--- src/common/erl_cfg.svh ---
// Constants of the configuration loader tail
`ifndef ERL_CFG_SVH
`define ERL_CFG_SVH

// ----------------------------------------
// Image layout
// ----------------------------------------
`define ERL_VALID_FLAG 8'ha5
`define ERL_EE_VALID0 16'h0000
`define ERL_EE_MAC_LAST 16'h0006
`define ERL_EE_STRAP_LAST 16'h000b
`define ERL_EE_BURST_FLAG 16'h000c

// ----------------------------------------
// Address limits per size strap
// ----------------------------------------
`define ERL_LIMIT_SIZE0 16'h007f
`define ERL_LIMIT_SIZE1 16'h07ff
`define ERL_LIMIT_SIZE2 16'h3fff
`define ERL_LIMIT_SIZE3 16'hffff

// ----------------------------------------
// Target register byte addresses
// ----------------------------------------
`define ERL_ADDR_VP_BASIC 10'h100
`define ERL_ADDR_VP_ADVERT 10'h110
`define ERL_ADDR_VP_SPECIAL 10'h11c
`define ERL_ADDR_INDICATOR 10'h1bc
`define ERL_ADDR_PAUSE_P1 10'h1a0
`define ERL_ADDR_PAUSE_P2 10'h1a4
`define ERL_ADDR_PAUSE_HOST 10'h1a8
`define ERL_SYNC_LAST 3'h6
`define ERL_DWORD_STEP 10'h004

// ----------------------------------------
// Register defaults and fields
// ----------------------------------------
`define ERL_VP_BASIC_BASE 32'h0000_0000
`define ERL_VP_ADVERT_BASE 32'h0000_0001
`define ERL_VP_SPECIAL_BASE 32'h0000_0000
`define ERL_BASIC_AN_EN 12
`define ERL_BASIC_RESTART_AN 9
`define ERL_BASIC_SPEED 13
`define ERL_BASIC_DUPLEX 8
`define ERL_ADVERT_PAUSE 10
`define ERL_ADVERT_100FD 8
`define ERL_ADVERT_10FD 6
`define ERL_STRAP_AUTONEG 0
`define ERL_STRAP_DUPLEX 1
`define ERL_STRAP_SPEED 2
`define ERL_STRAP_MAN_FC 5
`define ERL_STRAP_FD_FC 6
`define ERL_STRAP_BP_EN 7
`define ERL_PAUSE_MAN 0
`define ERL_PAUSE_FD 1
`define ERL_PAUSE_BP 2
`define ERL_INIT_CYCLES 2'h3

`endif

--- src/common/erl_pkg.sv ---
// Types of the configuration loader tail
package erl_pkg;

  // ----------------------------------------
  // Carriers
  // ----------------------------------------
  typedef struct packed {
    logic [9:0] addr;
    logic [31:0] data;
  } erl_wr_s;

  typedef struct packed {
    logic [7:0] led;
    logic [7:0] host;
    logic [7:0] port2;
    logic [7:0] port1;
  } erl_strap_s;

  // ----------------------------------------
  // Sequencer states
  // ----------------------------------------
  typedef enum logic [2:0] {ST_WAIT, ST_READ, ST_SYNC, ST_PUSH, ST_DRAIN} erl_state_e;
  typedef enum logic [3:0] {
    PH_VALID0, PH_MAC, PH_SFLAG, PH_STRAP, PH_BFLAG, PH_NBURST, PH_ADDR, PH_CNT, PH_DATA
  } erl_phase_e;

endpackage : erl_pkg

--- src/rtl/erl_fifo.sv ---
// Small FIFO between the loader and the register write port
`timescale 1ns/10ps
module erl_fifo #(
  parameter int WIDTH = 42,
  parameter int DEPTH = 4
) (
  input wire logic clk,
  input wire logic reset_n,
  input wire logic in_valid,
  output logic in_ready,
  input wire logic [WIDTH-1:0] in_data,
  output logic out_valid,
  input wire logic out_ready,
  output logic [WIDTH-1:0] out_data
);
  localparam int AW = (DEPTH > 1) ? $clog2(DEPTH) : 1;
  logic [WIDTH-1:0] mem [DEPTH];
  logic [AW-1:0] wr_ptr_reg;
  logic [AW-1:0] rd_ptr_reg;
  logic [AW:0] count_reg;
  logic push;
  logic pop;

  // ----------------------------------------
  // Flags
  // ----------------------------------------
  assign in_ready = count_reg != (AW+1)'(DEPTH);
  assign out_valid = count_reg != '0;
  assign push = in_valid && in_ready;
  assign pop = out_valid && out_ready;
  assign out_data = mem[rd_ptr_reg];

  function automatic logic [AW-1:0] bump(input logic [AW-1:0] p);
    bump = (p == AW'(DEPTH - 1)) ? '0 : p + AW'(1);
  endfunction : bump

  // ----------------------------------------
  // Storage and pointers
  // ----------------------------------------
  always_ff @(posedge clk) begin
    if (push) begin
      mem[wr_ptr_reg] <= in_data;
    end
  end

  always_ff @(posedge clk) begin
    if (!reset_n) begin
      wr_ptr_reg <= '0;
      rd_ptr_reg <= '0;
      count_reg <= '0;
    end else begin
      if (push) begin
        wr_ptr_reg <= bump(wr_ptr_reg);
      end
      if (pop) begin
        rd_ptr_reg <= bump(rd_ptr_reg);
      end
      if (push && !pop) begin
        count_reg <= count_reg + (AW+1)'(1);
      end else if (pop && !push) begin
        count_reg <= count_reg - (AW+1)'(1);
      end
    end
  end

endmodule : erl_fifo

--- src/rtl/erl_loader.sv ---
// Configuration loader tail: strap sync writes and burst register stream
// How it works
// - Each run writes virtual PHY advert, special and basic control from straps.
// - The basic control rewrite also sets the restart auto-negotiation bit.
// - Each virtual PHY register is written as a whole word.
// - Indicator config and three pause override registers get strap defaults.
// - Byte 12 must be A5h to parse bursts; otherwise finish and clear busy.
// - Finishing gives a done pulse that may raise a host interrupt.
// - Byte 13 holds the number of bursts.
// - Each burst: address byte, count byte, then four bytes per DWORD.
// - DWORD bytes arrive most significant first.
// - Register byte address is the address field with two zero bits appended.
// - Bursts only issue direct register writes.
// - Every register write waits for both management busy bits to clear.
// - Reading past the EEPROM limit stops and sets the overflow flag.
// - The limit is the last address of the size selected by the size strap.
// - After the last burst enter the wait state and clear busy.
// - Straps are sampled after reset release, then the loader overrides them.
// - The sync writes also run on reload or digital reset.
// - A run sets busy and holds device ready low until it finishes.
// - Byte 0 not A5h: do the sync writes, then finish.
// - Strap flag not A5h: bytes 8 to 11 are read and discarded.
`timescale 1ns/10ps
`include "erl_cfg.svh"
module erl_loader #(
  parameter int EE_AW = 16,
  parameter int FIFO_DEPTH = 4
) (
  input wire logic clk,
  input wire logic reset_n,
  input wire erl_pkg::erl_strap_s strap_pins,
  input wire logic [1:0] eeprom_size_pins,
  input wire logic reload_cmd,
  input wire logic digital_reset,
  output logic ee_rd_req,
  output logic [EE_AW-1:0] ee_rd_addr,
  input wire logic ee_rd_valid,
  input wire logic [7:0] ee_rd_data,
  input wire logic switch_indirect_busy,
  input wire logic phy_mgmt_busy,
  output logic reg_wr_valid,
  input wire logic reg_wr_ready,
  output erl_pkg::erl_wr_s reg_wr,
  output logic loader_busy_flag,
  output logic device_ready,
  output logic loader_done,
  output logic addr_overflow,
  output erl_pkg::erl_strap_s strap_values
);
  localparam int WW = $bits(erl_pkg::erl_wr_s);

  erl_pkg::erl_state_e state_reg;
  erl_pkg::erl_phase_e phase_reg;
  erl_pkg::erl_strap_s strap_meta_reg;
  erl_pkg::erl_strap_s strap_sync_reg;
  erl_pkg::erl_strap_s strap_reg;
  erl_pkg::erl_wr_s fifo_in;
  logic [1:0] size_meta_reg;
  logic [1:0] size_sync_reg;
  logic [1:0] init_cnt_reg;
  logic start_pending_reg;
  logic [EE_AW-1:0] ee_addr_reg;
  logic strap_ok_reg;
  logic burst_after_reg;
  logic [2:0] sync_idx_reg;
  logic [7:0] bursts_left_reg;
  logic [7:0] dw_left_reg;
  logic [1:0] byte_idx_reg;
  logic [31:0] dword_reg;
  logic [9:0] wr_addr_reg;
  logic busy_reg;
  logic ready_reg;
  logic done_reg;
  logic ovf_reg;
  logic start;
  logic over;
  logic fifo_in_valid;
  logic fifo_in_ready;
  logic fifo_out_valid;
  logic fifo_out_ready;
  logic mgmt_idle;
  logic [WW-1:0] fifo_out_bits;

  // ----------------------------------------
  // Functions
  // ----------------------------------------
  function automatic logic [EE_AW-1:0] ee_limit(input logic [1:0] size);
    logic [15:0] lim;
    unique case (size)
      2'h0: lim = `ERL_LIMIT_SIZE0;
      2'h1: lim = `ERL_LIMIT_SIZE1;
      2'h2: lim = `ERL_LIMIT_SIZE2;
      2'h3: lim = `ERL_LIMIT_SIZE3;
    endcase
    ee_limit = EE_AW'(lim);
  endfunction : ee_limit

  function automatic logic [31:0] pause_word(input logic [7:0] s);
    logic [31:0] w;
    w = '0;
    w[`ERL_PAUSE_MAN] = s[`ERL_STRAP_MAN_FC];
    w[`ERL_PAUSE_FD] = s[`ERL_STRAP_FD_FC];
    w[`ERL_PAUSE_BP] = s[`ERL_STRAP_BP_EN];
    pause_word = w;
  endfunction : pause_word

  function automatic erl_pkg::erl_wr_s sync_entry(input logic [2:0] idx,
                                                   input erl_pkg::erl_strap_s s);
    erl_pkg::erl_wr_s e;
    e.data = '0;
    e.addr = '0;
    unique case (idx)
      3'h0: begin
        e.addr = `ERL_ADDR_VP_ADVERT;
        e.data = `ERL_VP_ADVERT_BASE;
        e.data[`ERL_ADVERT_PAUSE] = s.host[`ERL_STRAP_FD_FC];
        e.data[`ERL_ADVERT_100FD] = s.host[`ERL_STRAP_SPEED] & s.host[`ERL_STRAP_DUPLEX];
        e.data[`ERL_ADVERT_10FD] = s.host[`ERL_STRAP_DUPLEX];
      end
      3'h1: begin
        e.addr = `ERL_ADDR_VP_SPECIAL;
        e.data = `ERL_VP_SPECIAL_BASE | {24'h00_0000, s.host};
      end
      3'h2: begin
        e.addr = `ERL_ADDR_VP_BASIC;
        e.data = `ERL_VP_BASIC_BASE;
        e.data[`ERL_BASIC_AN_EN] = s.host[`ERL_STRAP_AUTONEG];
        e.data[`ERL_BASIC_SPEED] = s.host[`ERL_STRAP_SPEED];
        e.data[`ERL_BASIC_DUPLEX] = s.host[`ERL_STRAP_DUPLEX];
        e.data[`ERL_BASIC_RESTART_AN] = 1'b1;
      end
      3'h3: begin
        e.addr = `ERL_ADDR_INDICATOR;
        e.data = {24'h00_0000, s.led};
      end
      3'h4: begin
        e.addr = `ERL_ADDR_PAUSE_P1;
        e.data = pause_word(s.port1);
      end
      3'h5: begin
        e.addr = `ERL_ADDR_PAUSE_P2;
        e.data = pause_word(s.port2);
      end
      default: begin
        e.addr = `ERL_ADDR_PAUSE_HOST;
        e.data = pause_word(s.host);
      end
    endcase
    sync_entry = e;
  endfunction : sync_entry

  // ----------------------------------------
  // Pin synchronisers
  // ----------------------------------------
  always_ff @(posedge clk) begin
    if (!reset_n) begin
      strap_meta_reg <= '0;
      strap_sync_reg <= '0;
      size_meta_reg <= '0;
      size_sync_reg <= '0;
    end else begin
      strap_meta_reg <= strap_pins;
      strap_sync_reg <= strap_meta_reg;
      size_meta_reg <= eeprom_size_pins;
      size_sync_reg <= size_meta_reg;
    end
  end

  // ----------------------------------------
  // Start control
  // ----------------------------------------
  assign start = (state_reg == erl_pkg::ST_WAIT) && (init_cnt_reg == `ERL_INIT_CYCLES)
                 && (start_pending_reg || reload_cmd || digital_reset);

  always_ff @(posedge clk) begin
    if (!reset_n) begin
      init_cnt_reg <= '0;
      start_pending_reg <= 1'b1;
    end else begin
      if (init_cnt_reg != `ERL_INIT_CYCLES) begin
        init_cnt_reg <= init_cnt_reg + 2'h1;
      end
      if (start) begin
        start_pending_reg <= 1'b0;
      end
    end
  end

  // ----------------------------------------
  // Sequencer
  // ----------------------------------------
  assign over = ee_addr_reg > ee_limit(size_sync_reg);
  assign ee_rd_req = (state_reg == erl_pkg::ST_READ) && !over;
  assign ee_rd_addr = ee_addr_reg;

  always_ff @(posedge clk) begin
    if (!reset_n) begin
      state_reg <= erl_pkg::ST_WAIT;
      phase_reg <= erl_pkg::PH_VALID0;
      ee_addr_reg <= '0;
      strap_reg <= '0;
      strap_ok_reg <= 1'b0;
      burst_after_reg <= 1'b0;
      sync_idx_reg <= '0;
      bursts_left_reg <= '0;
      dw_left_reg <= '0;
      byte_idx_reg <= '0;
      dword_reg <= '0;
      wr_addr_reg <= '0;
    end else begin
      if (init_cnt_reg == `ERL_INIT_CYCLES - 2'h1) begin
        strap_reg <= strap_sync_reg;
      end
      unique case (state_reg)
        erl_pkg::ST_WAIT: begin
          if (start) begin
            state_reg <= erl_pkg::ST_READ;
            phase_reg <= erl_pkg::PH_VALID0;
            ee_addr_reg <= EE_AW'(`ERL_EE_VALID0);
          end
        end
        erl_pkg::ST_READ: begin
          if (over) begin
            state_reg <= erl_pkg::ST_DRAIN;
          end else if (ee_rd_valid) begin
            ee_addr_reg <= ee_addr_reg + EE_AW'(1);
            unique case (phase_reg)
              erl_pkg::PH_VALID0: begin
                if (ee_rd_data == `ERL_VALID_FLAG) begin
                  phase_reg <= erl_pkg::PH_MAC;
                end else begin
                  state_reg <= erl_pkg::ST_SYNC;
                  burst_after_reg <= 1'b0;
                end
              end
              erl_pkg::PH_MAC: begin
                if (ee_addr_reg == EE_AW'(`ERL_EE_MAC_LAST)) begin
                  phase_reg <= erl_pkg::PH_SFLAG;
                end
              end
              erl_pkg::PH_SFLAG: begin
                strap_ok_reg <= ee_rd_data == `ERL_VALID_FLAG;
                phase_reg <= erl_pkg::PH_STRAP;
              end
              erl_pkg::PH_STRAP: begin
                if (strap_ok_reg) begin
                  unique case (ee_addr_reg[1:0])
                    2'h0: strap_reg.port1 <= ee_rd_data;
                    2'h1: strap_reg.port2 <= ee_rd_data;
                    2'h2: strap_reg.host <= ee_rd_data;
                    2'h3: strap_reg.led <= ee_rd_data;
                  endcase
                end
                if (ee_addr_reg == EE_AW'(`ERL_EE_STRAP_LAST)) begin
                  state_reg <= erl_pkg::ST_SYNC;
                  burst_after_reg <= 1'b1;
                end
              end
              erl_pkg::PH_BFLAG: begin
                if (ee_rd_data == `ERL_VALID_FLAG) begin
                  phase_reg <= erl_pkg::PH_NBURST;
                end else begin
                  state_reg <= erl_pkg::ST_DRAIN;
                end
              end
              erl_pkg::PH_NBURST: begin
                bursts_left_reg <= ee_rd_data;
                if (ee_rd_data == 8'h00) begin
                  state_reg <= erl_pkg::ST_DRAIN;
                end else begin
                  phase_reg <= erl_pkg::PH_ADDR;
                end
              end
              erl_pkg::PH_ADDR: begin
                wr_addr_reg <= {ee_rd_data, 2'b00};
                phase_reg <= erl_pkg::PH_CNT;
              end
              erl_pkg::PH_CNT: begin
                dw_left_reg <= ee_rd_data;
                byte_idx_reg <= '0;
                if (ee_rd_data != 8'h00) begin
                  phase_reg <= erl_pkg::PH_DATA;
                end else if (bursts_left_reg == 8'h01) begin
                  state_reg <= erl_pkg::ST_DRAIN;
                end else begin
                  bursts_left_reg <= bursts_left_reg - 8'h01;
                  phase_reg <= erl_pkg::PH_ADDR;
                end
              end
              erl_pkg::PH_DATA: begin
                dword_reg <= {dword_reg[23:0], ee_rd_data};
                byte_idx_reg <= byte_idx_reg + 2'h1;
                if (byte_idx_reg == 2'h3) begin
                  state_reg <= erl_pkg::ST_PUSH;
                end
              end
              default: state_reg <= erl_pkg::ST_DRAIN;
            endcase
          end
        end
        erl_pkg::ST_SYNC: begin
          if (fifo_in_ready) begin
            if (sync_idx_reg == `ERL_SYNC_LAST) begin
              sync_idx_reg <= '0;
              if (burst_after_reg) begin
                state_reg <= erl_pkg::ST_READ;
                phase_reg <= erl_pkg::PH_BFLAG;
                ee_addr_reg <= EE_AW'(`ERL_EE_BURST_FLAG);
              end else begin
                state_reg <= erl_pkg::ST_DRAIN;
              end
            end else begin
              sync_idx_reg <= sync_idx_reg + 3'h1;
            end
          end
        end
        erl_pkg::ST_PUSH: begin
          if (fifo_in_ready) begin
            wr_addr_reg <= wr_addr_reg + `ERL_DWORD_STEP;
            dw_left_reg <= dw_left_reg - 8'h01;
            if (dw_left_reg != 8'h01) begin
              state_reg <= erl_pkg::ST_READ;
            end else if (bursts_left_reg == 8'h01) begin
              state_reg <= erl_pkg::ST_DRAIN;
            end else begin
              bursts_left_reg <= bursts_left_reg - 8'h01;
              state_reg <= erl_pkg::ST_READ;
              phase_reg <= erl_pkg::PH_ADDR;
            end
          end
        end
        erl_pkg::ST_DRAIN: begin
          if (!fifo_out_valid) begin
            state_reg <= erl_pkg::ST_WAIT;
          end
        end
      endcase
    end
  end

  // ----------------------------------------
  // Write queue toward the register file
  // ----------------------------------------
  always_comb begin
    fifo_in_valid = 1'b0;
    fifo_in = sync_entry(sync_idx_reg, strap_reg);
    if (state_reg == erl_pkg::ST_SYNC) begin
      fifo_in_valid = 1'b1;
    end else if (state_reg == erl_pkg::ST_PUSH) begin
      fifo_in_valid = 1'b1;
      fifo_in.addr = wr_addr_reg;
      fifo_in.data = dword_reg;
    end
  end

  assign mgmt_idle = !switch_indirect_busy && !phy_mgmt_busy;
  assign reg_wr_valid = fifo_out_valid && mgmt_idle;
  assign fifo_out_ready = reg_wr_ready && mgmt_idle;
  assign reg_wr = erl_pkg::erl_wr_s'(fifo_out_bits);

  erl_fifo #(
    .WIDTH(WW),
    .DEPTH(FIFO_DEPTH)
  ) u_fifo (
    .clk(clk),
    .reset_n(reset_n),
    .in_valid(fifo_in_valid),
    .in_ready(fifo_in_ready),
    .in_data(fifo_in),
    .out_valid(fifo_out_valid),
    .out_ready(fifo_out_ready),
    .out_data(fifo_out_bits)
  );

  // ----------------------------------------
  // Status
  // ----------------------------------------
  always_ff @(posedge clk) begin
    if (!reset_n) begin
      busy_reg <= 1'b1;
      ready_reg <= 1'b0;
      done_reg <= 1'b0;
      ovf_reg <= 1'b0;
    end else begin
      done_reg <= 1'b0;
      if (start) begin
        busy_reg <= 1'b1;
        ready_reg <= 1'b0;
        ovf_reg <= 1'b0;
      end else if (state_reg == erl_pkg::ST_DRAIN && !fifo_out_valid) begin
        busy_reg <= 1'b0;
        ready_reg <= 1'b1;
        done_reg <= 1'b1;
      end
      if (state_reg == erl_pkg::ST_READ && over) begin
        ovf_reg <= 1'b1;
      end
    end
  end

  assign loader_busy_flag = busy_reg;
  assign device_ready = ready_reg;
  assign loader_done = done_reg;
  assign addr_overflow = ovf_reg;
  assign strap_values = strap_reg;

endmodule : erl_loader

--- config.mk ---
export PLATFORM = sky130hd
export DESIGN_NAME = erl_loader
export DESIGN_NICKNAME = d
export VERILOG_FILES = /design/src/common/erl_pkg.sv /design/src/rtl/erl_fifo.sv /design/src/rtl/erl_loader.sv
export VERILOG_INCLUDE_DIRS = /design/src /design/src/common
export SDC_FILE = /design/constraint.sdc
export NUM_CORES = 1
export LEC_CHECK = 0
export ABC_AREA = 1
export BUFFER_PORTS_ARGS = -buffer_cell sky130_fd_sc_hd__buf_4
export CAP_MARGIN = 10
export CORE_MARGIN = 5
export CORE_UTILIZATION = 50
export CTS_CLUSTER_SIZE = 28
export DETAILED_ROUTE_END_ITERATION = 16
export PLACE_DENSITY = 0.69
export SETUP_SLACK_MARGIN = 0.1
export SYNTH_ARGS = -nofsm -noshare
export SYNTH_HDL_FRONTEND = slang
export SYNTH_SLANG_ARGS = --single-unit
--- constraint.sdc ---
create_clock -name clk -period 5.3 [get_ports clk]
set_clock_uncertainty 0.05 [all_clocks]
set_input_delay 0.265 -clock clk [delete_from_list [all_inputs] [get_ports clk]]
set_output_delay 0.265 -clock clk [all_outputs]
set_load 0.01 [all_outputs]
# Word level (Yosys, flattened, before mapping)
# Memories as Yosys holds them, arrays and structs flattened. A register that Yosys moved wholly into a read port is not among the register bits.
# Index checks and enable logic that the tools add are counted.
[classes]
add_sub_neg = 11
magnitude_cmp = 1
eq_ne = 65
muxes = 92
bitwise_logic = 3
reduce_logical = 48
[op_table]
columns = ["cell", "n"]
rows = [
  ["$pmux W40 S6", 1],
  ["$mux W32", 6],
  ["$mux W8", 14],
  ["$mux W16", 6],
  ["$mux W42", 2],
  ["$pmux W16 S4", 1],
  ["$mux W3", 20],
  ["$mux W4", 14],
  ["$pmux W16 S3", 1],
  ["$pmux W8 S2", 3],
  ["$mux W10", 4],
  ["$ne A4 B4 Y1 const B", 7],
  ["$pmux W4 S7", 1],
  ["$reduce_and A14 Y1", 2],
  ["$ne A3 B3 Y1 const B", 8],
  ["$pmux W3 S7", 1],
  ["$ne A2 B2 Y1 const B", 10],
  ["$pmux W10 S2", 1],
  ["$eq A2 B2 Y1 const B", 9],
  ["$add A16 B1 Y16 const B", 1],
  ["$eq A16 B3 Y1 const B", 1],
  ["$eq A16 B4 Y1 const B", 1],
  ["$eq A4 B3 Y1 const B", 4],
  ["$gt A16 B16 Y1", 1],
  ["43 further kinds", 101],
]
[word_totals]
regBits = 202
ram_bits = 168
inputBits = 50
out_inout_bits = 96
word_cells = 255
mem_count = 1
[mem_list]
columns = ["memory", "words", "word_bits", "rd", "rd_ports_with_merged_regs", "write_ports", "line_no", "text"]
rows = [
  ["u_fifo.mem", 4, 42, 1, 1, 1, "erl_fifo.sv:17", "logic [WIDTH-1:0] mem [DEPTH];"],
]

# Logic depth before layout (Yosys ltp)
[depth]
depth_word = 8
mapped_depth = 16
ltp_nobuf = 15

# Modules after synthesis
# From an unflattened synthesis, not the netlist that was laid out.
[hier_totals]
hier_cells = 1888
hier_area_um2 = 16188.0
[modules_own_cells]
columns = ["module", "instances", "cells_per_inst", "area_each_um2", "seq_area_each_um2"]
rows = [
  ["erl_loader", 1, 1412, 9481.6, 3863.7],
  ["erl_fifo", 1, 476, 6706.4, 5225.0],
]

# Worst setup path before layout
# Ideal clock, no wire load.
[synth_timing]
kind = "register -> register"
from = "register state_reg[1]"
to = "memory u_fifo.mem[0][0], enable pin"
setup_ps = 440
t_arrival_ps = 2565
t_required_ps = 4810
slack_ps = 2245
path_stages_with_launch = 6
path_buffers = 1
synth_period_minus_slack_ps = 3055
cell_sequence = "dfxtp_1 > buf_2 > inv_1 > nor2_1 > nand2_1 > nor2_1"
[synth_between]
elab_chain_len = 6
elab_cells_between_ends = 7
cone_classes = "eq/ne (2); mux (4); reduce/logical (1)"
[synth_rtl]
columns = ["item", "line_no", "text"]
rows = [
  ["from (decl)", "erl_loader.sv:52", "erl_pkg::erl_state_e state_reg;"],
  ["from (signal assigned)", "erl_loader.sv:198", "state_reg <= erl_pkg::ST_WAIT;"],
  ["from (signal assigned)", "erl_loader.sv:217", "state_reg <= erl_pkg::ST_READ;"],
  ["from (signal assigned)", "erl_loader.sv:224", "state_reg <= erl_pkg::ST_DRAIN;"],
  ["$eq A3 B2 Y1", "erl_loader.sv:349", "end else if (state_reg == erl_pkg::ST_PUSH) begin"],
  ["$mux W1", "erl_loader.sv:349", ""],
  ["$mux W1 (*)", "erl_loader.sv:347", "if (state_reg == erl_pkg::ST_SYNC) begin"],
  ["$logic_and A1 B1 Y1 (*)", "erl_fifo.sv:29", "assign push = in_valid && in_ready;"],
  ["$mux W1 (*)", "erl_fifo.sv:41", "if (push) begin"],
  ["$mux W1 (not written as such) (*)", "erl_fifo.sv:42", "mem[wr_ptr_reg] <= in_data;"],
  ["to (decl)", "erl_fifo.sv:17", ""],
]
# Every way passes the cells marked *; elsewhere a longest branch is shown, timed or not.

# Final worst setup path
[layout_timing]
from = "register ee_addr_reg[1] (netlist: ee_rd_addr[1])"
to = "register dword_reg[7]"
[layout_between]
elab_chain_len = 3
[layout_rtl]
columns = ["item", "line_no", "text"]
rows = [
  ["from (decl)", "erl_loader.sv:62", "logic [EE_AW-1:0] ee_addr_reg;"],
  ["from (signal assigned)", "erl_loader.sv:219", "ee_addr_reg <= EE_AW'(`ERL_EE_VALID0);"],
  ["from (signal assigned)", "erl_loader.sv:226", "ee_addr_reg <= ee_addr_reg + EE_AW'(1);"],
  ["from (signal assigned)", "erl_loader.sv:308", "ee_addr_reg <= EE_AW'(`ERL_EE_BURST_FLAG);"],
  ["$gt A16 B16 Y1", "erl_loader.sv:192", "assign over = ee_addr_reg > ee_limit(size_sync_reg);"],
  ["$not A1 Y1 (no source line)", "-", ""],
  ["$reduce_and A4 Y1 (no source line)", "-", ""],
  ["to (signal assigned)", "erl_loader.sv:291", "dword_reg <= {dword_reg[23:0], ee_rd_data};"],
  ["to (decl)", "erl_loader.sv:69", "logic [31:0] dword_reg;"],
]
# No other way between the ends.
# A chain may end at the register's enable or synchronous reset.

==> flow_metrics.tcl <==
set metrics [dict create \
    status "completed" \
    powerDensity_nw_per_um2 422 \
    start_kind "flop" \
    cp.arrival_ns 3.31 \
    synth_edf_count 164 \
    top_usage_layer "met2" \
    final_nets 2044 \
    drt_wl_total_um 39300 \
    vias_per_cell 5.31 \
    synth-async-reset-ratio 0 \
    holdPathEnd "strap_values[31]" \
    synth_top_family_by_area "simple AND/OR/NAND/NOR gates" \
    cts_tree "built" \
    row_count 65 \
    regMostFlops "u_fifo.mem" \
    worstReg2RegStart "ee_rd_addr[1]" \
    synth-xor-area-share 0.00989 \
    root_buffer "clkbuf_16" \
    clockBufferDepth 3 \
    combPwrFrac 0.238 \
    cts_max_level 2 \
    hold_viol_final 0 \
    fillers 2669 \
    final_antenna_net_count 0 \
    tightest_slew_ns 1.11 \
    synth-seq-cells 366 \
    period_needed_ns 2.90 \
    firstDrtPassIters 5 \
    largest_reg_flops 164 \
    core_area_sq_um 31500 \
    synthSimpleGateAreaFrac 0.184 \
    max_freq_mhz 345 \
    yosysWarnings 0 \
    ys.flop_type "dfxtp_1" \
    seq_power_share 0.426 \
    cap_violations 0 \
    switching_share 0.307 \
    max_stage_delay_ns 0.51 \
    dieArea_sq_um 35500 \
    hpwl_um 25300 \
    ys_types 52 \
    grt_pass1_vias 12097 \
    synth.cell_area_sq_um 15900 \
    tns_ns 0 \
    final_util 0.602 \
    power.switching_uw 2460 \
    vias 12746 \
    clkTransAtPathRegs_ns 0.06 \
    drive_gt1_frac 0.155 \
    cp.required_ns 5.71 \
    cts_made_buffers 39 \
    grt_use_met3 0.0469 \
    min_from "ee_rd_data[7]" \
    wire_per_inst_um 16.4 \
    grt_usage 0.216 \
    finalMaxSlewViolations 0 \
    synthAdderAreaFrac 0.0201 \
    grt_use_met1 0.283 \
    postCtsSetupRepairBufs 0 \
    critPathSlowestCell "inv_4" \
    dieHeight_um 189 \
    io_pins 146 \
    hold_depth 3 \
    gp_congestion 0.921 \
    hold_class "in -> reg" \
    area_growth_pct 19.0 \
    grtUsageMet2 0.368 \
    grt_max_degree 112 \
    hold-worst-slack_ns 0.0323 \
    route.detailed.drc 0 \
    period_share 0.548 \
    synth_mux_area_frac 0.0155 \
    synthCells 1807 \
    die_x_um 189 \
    num_antenna_cells 0 \
    slew-limit-headroom 0.254 \
    ys_seq_area_frac 0.563 \
    drt-initial-drc-count 993 \
    r2r_slack_ns 2.40 \
    clkSinkCount 366 \
    regToRegEndpoint "dword_reg[7]" \
    antenna_found_initial 0 \
    worst-path-max-fanout 33 \
    synth_compound_area_frac 0.131 \
    worstSetupPathType "reg -> reg" \
    grt_pass1_wl_um 63000 \
    clk_latency_ns 0.53 \
    avgSynthCellArea_sq_um 8.82 \
    pwr-share-clk 0.336 \
    rr_worst_depth 13 \
    vdd_drop_max_mv 0.260 \
    setup-violations-final 0 \
    p_int_uw 5550 \
    initial_core_util 0.506 \
    power.leakage_uw 0.00795 \
    rsz0062_at_grt "no" \
    cp_cell_sequence "ha_1 -> nand3_2 -> nor2_2 -> nand2_1 -> nor3_2 -> nand3_2 -> nand2_4 -> nand2_4 -> nor2_4 -> nand2_4 -> inv_4 -> o21ai_0 -> nor2_1" \
    grt_overflow 0 \
    port-buffer-count 145 \
    timing.critical_path.mode_cell "nand2_4" \
    crit_path_end_kind "flop" \
]
## worst max-delay path, delay by kind of cell, from the launching register on
kind                     cells  cell delay [ns]
adder cells (fa/ha/maj)      1             0.29
AND/OR/NAND/NOR             10             1.38
flip-flops                   1             0.42
buffers and inverters        1             0.51
AO/OA/AOI/OAI                1             0.14
## synthesized netlist by cell type (7+ instances only)
cell type	instances	area, sq um
nand2_1	312	1170
nor2_1	263	987
inv_1	218	818
dfxtp_1	202	4040
o21ai_0	185	926
edfxtp_1	164	4920
a21oi_1	75	375
nand3_1	64	320
o22ai_1	58	363
clkbuf_1	56	210
a21oi_2	29	254
ha_1	24	300
mux2_2	22	248
nor3_1	21	105
xor2_1	14	123
nand4_1	12	75.1
buf_2	8	40.0
inv_2	8	30.0
buf_6	7	78.8
## through the flow
step	instance area (sq um)	worst slack (ns)	power (uW)	std cells
floorplan	15900	2.25	4670	1810
global placement	17300	2.53	5320	2293
detailed placement	17300	2.45	5360	2293
CTS	19000	2.41	8060	2401
global route	19000	2.14	8440	2401
finish	19000	2.40	8010	2401
## layout by cell type (no fill, tap or decap), types with 6 or more instances in the layout
| cell | instances |
|---|---|
| inv_2 | 8 |
| nand4_1 | 12 |
| buf_4 | 157 |
| nor3_1 | 21 |
| ha_1 | 24 |
| nor2_1 | 259 |
| clkinv_2 | 7 |
| nand3_1 | 64 |
| a21oi_1 | 75 |
| inv_1 | 218 |
| clkbuf_16 | 40 |
| dlygate4sd3_1 | 37 |
| clkbuf_8 | 8 |
| nor2_4 | 6 |
| clkbuf_1 | 6 |
| dfxtp_1 | 201 |
| o22ai_1 | 58 |
| xor2_1 | 14 |
| o21ai_0 | 185 |
| nand2_1 | 312 |
| a21oi_2 | 29 |
| mux2_2 | 22 |
| edfxtp_1 | 164 |
## power groups by stage
| stage | Clock (uW) | Combinational [uW] | Sequential [uW] |
|---|---|---|---|
| 3_3_place_gp | 0 | 1860 | 3460 |
| 3_5_place_dp | 0 | 1890 | 3470 |
| 4_1_cts | 2740 | 1910 | 3410 |
| 6_report | 2690 | 1910 | 3410 |
| 2_1_floorplan | 0 | 1240 | 3440 |
| 5_1_grt | 2870 | 2130 | 3440 |
## cell type report
cell class | instances | area [sq um] | share of cell area
Tap cell | 402 | 503 | 0.0265
Multi-Input combinational cell | 1139 | 5790 | 0.305
Clock buffer | 55 | 1140 | 0.0601
Timing Repair Buffer | 194 | 1550 | 0.0817
Clock inverter | 16 | 146 | 0.00772
Inverter | 229 | 863 | 0.0455
Sequential cell | 366 | 8970 | 0.473
## logic make-up after synthesis
kind of cell	count (synthesis)
simple gates	703
compound gates	367
flops	366
buf+inv	305
fa+ha+maj	25
mux	22
xor+xnor	18
other cells	1
## metal layers
metal  share of wire  up-vias
li1                -     6304
met1            0.43     5971
met2            0.48      408
met3           0.069       63
met4           0.019        0
met5               0        -
## worst max-delay path by stage
stage	startpoint	endpoint	slack, ns	cells after the start
floorplan	state_reg[1]	u_fifo.mem[0][0]	2.25	5
global placement	ee_rd_addr[1]	dword_reg[7]	2.53	13
detailed placement	ee_rd_addr[1]	dword_reg[7]	2.45	13
CTS	ee_rd_addr[1]	dword_reg[7]	2.41	13
global route	ee_rd_addr[1]	byte_idx_reg[1]	2.14	13
finish	ee_rd_addr[1]	dword_reg[7]	2.40	13
## what timing repair did
action | in CTS | in global routing
gates resized for setup | 0 | 0
hold endpoints to repair | 41 | 0
hold buffers | 37 | 0
No activity file was read; power rests on OpenSTA's default activity.
